--- src/rtl/fcpwm_regs.svh ---
// Purpose: Register offsets, reset values and field positions of the PWM.
// Assumes: Byte addresses on an 8-bit register port.
// Notes:   Offsets of the control and counter registers are local picks.
`ifndef FCPWM_REGS_SVH
`define FCPWM_REGS_SVH

// ----------------------------------------------------------------------
// Offsets
// ----------------------------------------------------------------------
`define FCPWM_DUTY0_ADDR     8'h36
`define FCPWM_DUTY1_ADDR     8'h37
`define FCPWM_DUTY2_ADDR     8'h38
`define FCPWM_DUTY3_ADDR     8'h39
`define FCPWM_CTRL_ADDR      8'h35
`define FCPWM_CNT_ADDR       8'h34
`define FCPWM_CLKSEL_ADDR    8'h33

// ----------------------------------------------------------------------
// Values and fields
// ----------------------------------------------------------------------
`define FCPWM_DUTY_RST       8'h00
`define FCPWM_CNT_PRESET     8'hff
`define FCPWM_CNT_RELOAD     8'h01
`define FCPWM_CNT_MAX        8'hff
`define FCPWM_DUTY_ZERO      8'h00
`define FCPWM_CLKSEL_LSB     0
`define FCPWM_DIV8_LAST      3'h7

`endif

--- src/rtl/fcpwm_pkg.sv ---
// Purpose: Types shared by the PWM design.
// Assumes: Four channels of eight bits.
// Notes:   Constants live in the register header.
package fcpwm_pkg;

  typedef enum logic [1:0] {
    fcpwm_clk_bus   = 2'b00,
    fcpwm_clk_div2  = 2'b01,
    fcpwm_clk_div8  = 2'b10,
    fcpwm_clk_timer = 2'b11
  } fcpwm_clksel_type;

  typedef struct packed {
    logic [7:0] addr;
    logic [7:0] wdata;
    logic       wr;
    logic       rd;
  } fcpwm_bus_type;

endpackage

--- src/rtl/fcpwm_top.sv ---
// Operation
// Two-bit select picks bus, /2, /8, timer pulse.
// Software idles channels before changing select.
// Prescaler runs only while a channel enabled.
// Counter steps per tick, overflow loads 01.
// Write or all disabled presets counter FF.
// Counter read has no side effect.
// Enabled duty writes wait for rollover.
// Overflow: reload, set outputs, copy duty.
// Count equal compare clears channel output.
// Compare zero keeps output low always; a zero copied in at overflow still gives one high cycle.
// Duty FF keeps output high all period.
// Duty then counter write applies duty now.
// Enabled channel drives pin over direction.
// Reset clears all channel enables.
// Reset clears all duty registers.
// Duty read returns last written value.
// Duty registers sit at 36 to 39.
// Period spans 255 counter ticks.
// Wait mode changes nothing.
// Stop freezes state, resumes unchanged.
// Late enabled channel shares running counter.
//
// Purpose: Four-channel 8-bit PWM with shared counter and port G muxing.
// Assumes: Timer compare pulse is a one-cycle pulse on mclk_i.
// Notes:   Stop mode is modelled by a clock-run input gating all state but the read data register.
`timescale 1ns/1ns
`include "fcpwm_regs.svh"

module fcpwm_top
  import fcpwm_pkg::*;
(
  input  wire logic       mclk_i,
  input  wire logic       rst_i,
  input  wire logic [7:0] addr_i,
  input  wire logic [7:0] wdata_i,
  input  wire logic       wr_i,
  input  wire logic       rd_i,
  output logic      [7:0] rdata_o,
  input  wire logic       clk_run_i,
  input  wire logic       timer2_compare_pulse_i,
  input  wire logic [3:0] port_g_direction_i,
  input  wire logic [3:0] port_g_data_i,
  output logic      [3:0] pin_out_o,
  output logic      [3:0] pin_oe_o,
  output logic      [3:0] pwm_level_o
);

  // --------------------------------------------------------------------
  // Registers
  // --------------------------------------------------------------------
  fcpwm_bus_type    bus;
  fcpwm_clksel_type clk_select;
  logic [3:0]       channel_enable_bit;
  logic [7:0]       shared_period_counter;
  logic [7:0]       duty_latch [4];
  logic [7:0]       duty_buf   [4];
  logic [3:0]       out_ff;
  logic [2:0]       prescale;
  logic             tick;
  logic             any_en;
  logic             counter_overflow;
  logic             cnt_write;
  logic [3:0]       duty_match;
  logic [7:0]       next_rdata;

  assign bus = '{addr: addr_i, wdata: wdata_i, wr: wr_i, rd: rd_i};

  function automatic logic is_duty(input logic [7:0] a, input int ch);
    is_duty = (a == `FCPWM_DUTY0_ADDR + 8'(ch));
  endfunction

  assign any_en    = |channel_enable_bit;
  assign cnt_write = bus.wr && bus.addr == `FCPWM_CNT_ADDR;

  // --------------------------------------------------------------------
  // Control and select registers
  // --------------------------------------------------------------------
  always_ff @(posedge mclk_i or posedge rst_i)
  begin
    if (rst_i)
    begin
      channel_enable_bit <= 4'h0;
      clk_select         <= fcpwm_clk_bus;
    end
    else if (clk_run_i && bus.wr)
    begin
      if (bus.addr == `FCPWM_CTRL_ADDR)
        channel_enable_bit <= bus.wdata[3:0];
      if (bus.addr == `FCPWM_CLKSEL_ADDR)
        clk_select <= fcpwm_clksel_type'(bus.wdata[1:0]);
    end
  end

  // --------------------------------------------------------------------
  // Prescaler, held cleared while idle so the first tick comes a full /2 or /8 after enable
  // --------------------------------------------------------------------
  always_ff @(posedge mclk_i or posedge rst_i)
  begin
    if (rst_i)
      prescale <= 3'h0;
    else if (!any_en)
      prescale <= 3'h0;
    else if (clk_run_i)
      prescale <= prescale + 3'h1;
  end

  always_comb
  begin
    case (clk_select)
      fcpwm_clk_bus:   tick = any_en;
      fcpwm_clk_div2:  tick = any_en && prescale[0];
      fcpwm_clk_div8:  tick = any_en && prescale == `FCPWM_DIV8_LAST;
      fcpwm_clk_timer: tick = timer2_compare_pulse_i;
      default:         tick = 1'b0;
    endcase
  end

  assign counter_overflow = tick && any_en &&
                            shared_period_counter == `FCPWM_CNT_MAX;

  // --------------------------------------------------------------------
  // Shared counter
  // --------------------------------------------------------------------
  always_ff @(posedge mclk_i or posedge rst_i)
  begin
    if (rst_i)
      shared_period_counter <= `FCPWM_CNT_PRESET;
    else if (!clk_run_i)
      shared_period_counter <= shared_period_counter;
    else if (cnt_write || !any_en)
      shared_period_counter <= `FCPWM_CNT_PRESET;
    else if (counter_overflow)
      shared_period_counter <= `FCPWM_CNT_RELOAD;
    else if (tick)
      shared_period_counter <= shared_period_counter + 8'h01;
  end

  // --------------------------------------------------------------------
  // Per-channel duty and output flip-flop
  // --------------------------------------------------------------------
  genvar g;
  generate
    for (g = 0; g < 4; g++)
    begin : gen_ch
      always_ff @(posedge mclk_i or posedge rst_i)
      begin
        if (rst_i)
          duty_latch[g] <= `FCPWM_DUTY_RST;
        else if (clk_run_i && bus.wr && is_duty(bus.addr, g))
          duty_latch[g] <= bus.wdata;
      end

      // A disabled channel follows its latch so enabling starts clean.
      always_ff @(posedge mclk_i or posedge rst_i)
      begin
        if (rst_i)
          duty_buf[g] <= `FCPWM_DUTY_RST;
        else if (clk_run_i &&
                 (!channel_enable_bit[g] || counter_overflow || cnt_write))
          duty_buf[g] <= duty_latch[g];
      end

      assign duty_match[g] = shared_period_counter == duty_buf[g];

      always_ff @(posedge mclk_i or posedge rst_i)
      begin
        if (rst_i)
          out_ff[g] <= 1'b0;
        else if (!clk_run_i)
          out_ff[g] <= out_ff[g];
        else if (duty_buf[g] == `FCPWM_DUTY_ZERO || !channel_enable_bit[g])
          out_ff[g] <= 1'b0;
        else if (counter_overflow)
          out_ff[g] <= 1'b1;
        else if (tick && duty_match[g] && duty_buf[g] != `FCPWM_CNT_MAX)
          out_ff[g] <= 1'b0;
      end

      always_comb
      begin
        if (channel_enable_bit[g])
        begin
          pin_out_o[g] = out_ff[g];
          pin_oe_o[g]  = 1'b1;
        end
        else
        begin
          pin_out_o[g] = port_g_data_i[g];
          pin_oe_o[g]  = port_g_direction_i[g];
        end
      end
    end
  endgenerate

  assign pwm_level_o = out_ff;

  // --------------------------------------------------------------------
  // Read port
  // --------------------------------------------------------------------
  always_comb
  begin
    next_rdata = 8'h00;
    if (bus.addr == `FCPWM_CTRL_ADDR)
      next_rdata = {4'h0, channel_enable_bit};
    else if (bus.addr == `FCPWM_CNT_ADDR)
      next_rdata = shared_period_counter;
    else if (bus.addr == `FCPWM_CLKSEL_ADDR)
      next_rdata = {6'h00, clk_select};
    else
      for (int i = 0; i < 4; i++)
        if (is_duty(bus.addr, i))
          next_rdata = duty_latch[i];
  end

  always_ff @(posedge mclk_i or posedge rst_i)
  begin
    if (rst_i)
      rdata_o <= 8'h00;
    else if (bus.rd)
      rdata_o <= next_rdata;
    else
      rdata_o <= 8'h00;
  end

endmodule

--- config.mk ---
export PLATFORM = sky130hd
export DESIGN_NAME = fcpwm_top
export DESIGN_NICKNAME = d
export VERILOG_FILES = /design/src/rtl/fcpwm_pkg.sv /design/src/rtl/fcpwm_top.sv
export VERILOG_INCLUDE_DIRS = /design/src /design/src/rtl
export SDC_FILE = /design/constraint.sdc
export NUM_CORES = 1
export LEC_CHECK = 0
export BUFFER_PORTS_ARGS = -buffer_cell sky130_fd_sc_hd__buf_2
export CELL_PAD_IN_SITES_DETAIL_PLACEMENT = 1
export CELL_PAD_IN_SITES_GLOBAL_PLACEMENT = 1
export CORE_MARGIN = 5
export CORE_UTILIZATION = 50
export DETAILED_ROUTE_END_ITERATION = 12
export GPL_TIMING_DRIVEN = 0
export PLACE_DENSITY = 0.8
export SLEW_MARGIN = 20
export SYNTH_ARGS = -nofsm -noshare
export SYNTH_HDL_FRONTEND = slang
export SYNTH_SLANG_ARGS = --single-unit
export TNS_END_PERCENT = 50
--- constraint.sdc ---
create_clock -name mclk_i -period 6.9 [get_ports mclk_i]
set_input_delay 0.345 -clock mclk_i [delete_from_list [all_inputs] [get_ports mclk_i]]
set_output_delay 0.345 -clock mclk_i [all_outputs]
set_load 0.01 [all_outputs]
==> flow_metrics.tcl <==
set metrics [dict create \
    grt.total_usage 0.253 \
    ys_seq_elements 93 \
    p_comb_frac 0.158 \
    r2r_cells 8 \
    ys_warn_count 0 \
    r2r_start "prescale[0]" \
    power_density_mw_per_mm2 203 \
    fin_area_mm2 0.00561 \
    synth-seq-area-share 0.471 \
    rsz0062_at_grt "false" \
    irDropWorstVdd_v 0.000125 \
    holdCritPathClass "in -> reg" \
    syn_avg_cell_area_um2 11.6 \
    viasPerCell 6.06 \
    netlist.area_leader.share 0.428 \
    min_to "duty_latch[21]" \
    finalClockSkew_ns 0.0133 \
    drc_errors 0 \
    syn_inst 428 \
    clock_path_buffers 2 \
    rrSetupSlack_ns 4.21 \
    hold_depth 2 \
    max_cap_violations 0 \
    placed_area_mm2 0.00540 \
    fin_crit_sh 0.390 \
    grt_max_degree 57 \
    dieArea_mm2 0.0120 \
    detail-route-antenna-nets 0 \
    portBuffers 47 \
    grt_pass1_vias 3983 \
    yosysTopAreaCell "dfrtp_1" \
    io_pins 50 \
    drive_gt1_frac 0.357 \
    ys_async_sr_fraction 1.00 \
    setup_viol 0 \
    fin_crit_ns 2.69 \
    cts-htree-levels 3 \
    seq_power_share 0.511 \
    crit_arrival_ns 2.94 \
    power_frac_clock 0.331 \
    gr-total-overflow 0 \
    via_count 3796 \
    cts_inserted_buffers 9 \
    fmax_ghz 0.371 \
    ys_top_cells_by_area "dfrtp_1, mux2_2, xnor2_1" \
    finalHoldViolations 0 \
    cts_tree "built" \
    mostFrequentLayoutCells "dfrtp_1, mux2_2, buf_2" \
    grt_antenna_before_repair 0 \
    setup-tns-final_ns 0 \
    finalWorstSetupSlack_ns 4.21 \
    hpwl_mm 10.9 \
    p_leak_nw 2.64 \
    synth_ff_type "dfrtp_1" \
    synth_edf_count 0 \
    grt_pass1_wl_mm 22.3 \
    clkSinkCount 93 \
    startpoint "prescale[0]" \
    drt_wl_total_mm 14.5 \
    globalplace.congestion 0.910 \
    area_delta_synth_final_pct 13.0 \
    cts_root_buf "clkbuf_8" \
    die_w_um 110 \
    worstSetupEndpointType "register" \
    drv_slew 0 \
    p_int_mw 0.807 \
    final_common_cell "dfrtp_1" \
    path_clk_slew_ns 0.09 \
    fin_nets 524 \
    dp_slack_ns 4.25 \
    synth.distinct_cells 57 \
    avgRoutedWirePerCell_um 23.2 \
    p_switching_mw 0.334 \
    core_mm2 0.00973 \
    critPathRequiredTime_ns 7.15 \
    path_class "reg -> reg" \
    cp-start-kind "register" \
    synth.cell_area_mm2 0.00496 \
    swShare 0.293 \
    worstSkewPairLatency_ns 0.37 \
    r2r_end "duty_buf[16]" \
    tightest_slew_ns 0.807 \
    status "finished clean" \
    num_antenna_cells 0 \
    fp.dieH_um 110 \
    drtIter0Drc 268 \
    cp_max_fo 9 \
    hold_path.startpoint "wdata_i[5]" \
    synth_nets 464 \
    dr.pass1.iters 7 \
    slew_headroom 0.458 \
    initial_utilization 0.510 \
    num_rows 36 \
]
-- kinds of logic (layout without fill, tap and decap cells) --
family | after synthesis | count (layout) | synth area share
xor+xnor | 36 | 36 | 0.0635
mux | 79 | 79 | 0.178
compound gates | 76 | 76 | 0.122
fa+ha+maj | 6 | 6 | 0.0151
simple gates | 111 | 111 | 0.126
flops | 93 | 93 | 0.471
buf+inv | 27 | 92 | 0.0242
-- Yosys cell counts (all sizes together), types with 6 or more instances --
library cell / n
buf: 10
xnor2: 28
nand4: 14
dfstp: 8
nand2: 26
nor2: 17
a21oi: 8
a21boi: 8
inv: 10
ha: 6
mux2: 76
clkbuf: 7
dfrtp: 85
and3: 6
nand3: 8
a211o: 8
nor3: 6
nor4: 13
xor2: 8
or2: 7
o21ai: 17
-- routing by layer --
layer	wire length, um	GRT usage	vias to the layer above
met5	0	0	-
met3	582	0.0399	21
met1	6460	0.340	1967
met2	7140	0.422	93
li1	-	-	1715
met4	320	0.0784	0
-- final cells by class --
type,count,area [um^2]
clock inverters,6,72.6
inverters,10,42.5
clock buffers,10,128
flip-flops and latches,93,2340
plain buffers,17,82.6
multi-input cells,308,2510
repair buffers,49,273
well taps,133,166
fillers,1070,4120
-- registers in the layout (all words and copies together), names as in the netlist --
register and count:
prescale 3, channel_enable_bit 4, shared_period_counter 8, pwm_level_o 4, rdata_o 8, duty_buf 32
duty_latch 32, clk_select 2
-- critical path: stages, from the launching register on --
cell and delay (ns):
dfrtp_1 0.43, ha_1 0.22, ha_1 0.18, mux2_1 0.32, a221o_1 0.37, and2_1 0.20, buf_6 0.16, o21ai_4 0.31
mux2_2 0.39
-- metrics by stage --
step | hold WS (ns) | std cells | power, mW | utilization
after floorplan | 0.455 | 428 | 0.710 | -
after global placement | 0.511 | 608 | 0.761 | 0.552
after detailed placement | 0.365 | 609 | 0.772 | 0.555
after CTS | 0.251 | 626 | 1.15 | 0.577
after global routing | 0.266 | 626 | 1.19 | 0.577
final | 0.261 | 626 | 1.14 | 0.577
-- how the worst max path moves through the flow --
stage,cells after the start,slack [ns],endpoint
after floorplan,1,4.15,channel_enable_bit[0]
after global placement,2,3.10,duty_buf[27]
after detailed placement,8,4.25,duty_buf[16]
after CTS,8,4.22,duty_buf[16]
after global routing,8,4.16,duty_buf[25]
final,8,4.21,duty_buf[16]
-- timing repair --
item,CTS,global route
hold buffers,1,0
resized for setup,0,0
hold endpoints to repair,37,0
endpoints found under the setup margin,0,0
buffers inserted,0,0
-- power by group through the flow --
| stage | clock [mW] | sequential, mW | combinational, mW |
|---|---|---|---|
| finish | 0.378 | 0.583 | 0.180 |
| global route | 0.406 | 0.585 | 0.194 |
| CTS | 0.384 | 0.583 | 0.180 |
| detailed placement | 0 | 0.593 | 0.179 |
| global placement | 0 | 0.592 | 0.169 |
| floorplan | 0 | 0.586 | 0.124 |
(Power assumes the default switching activity.)
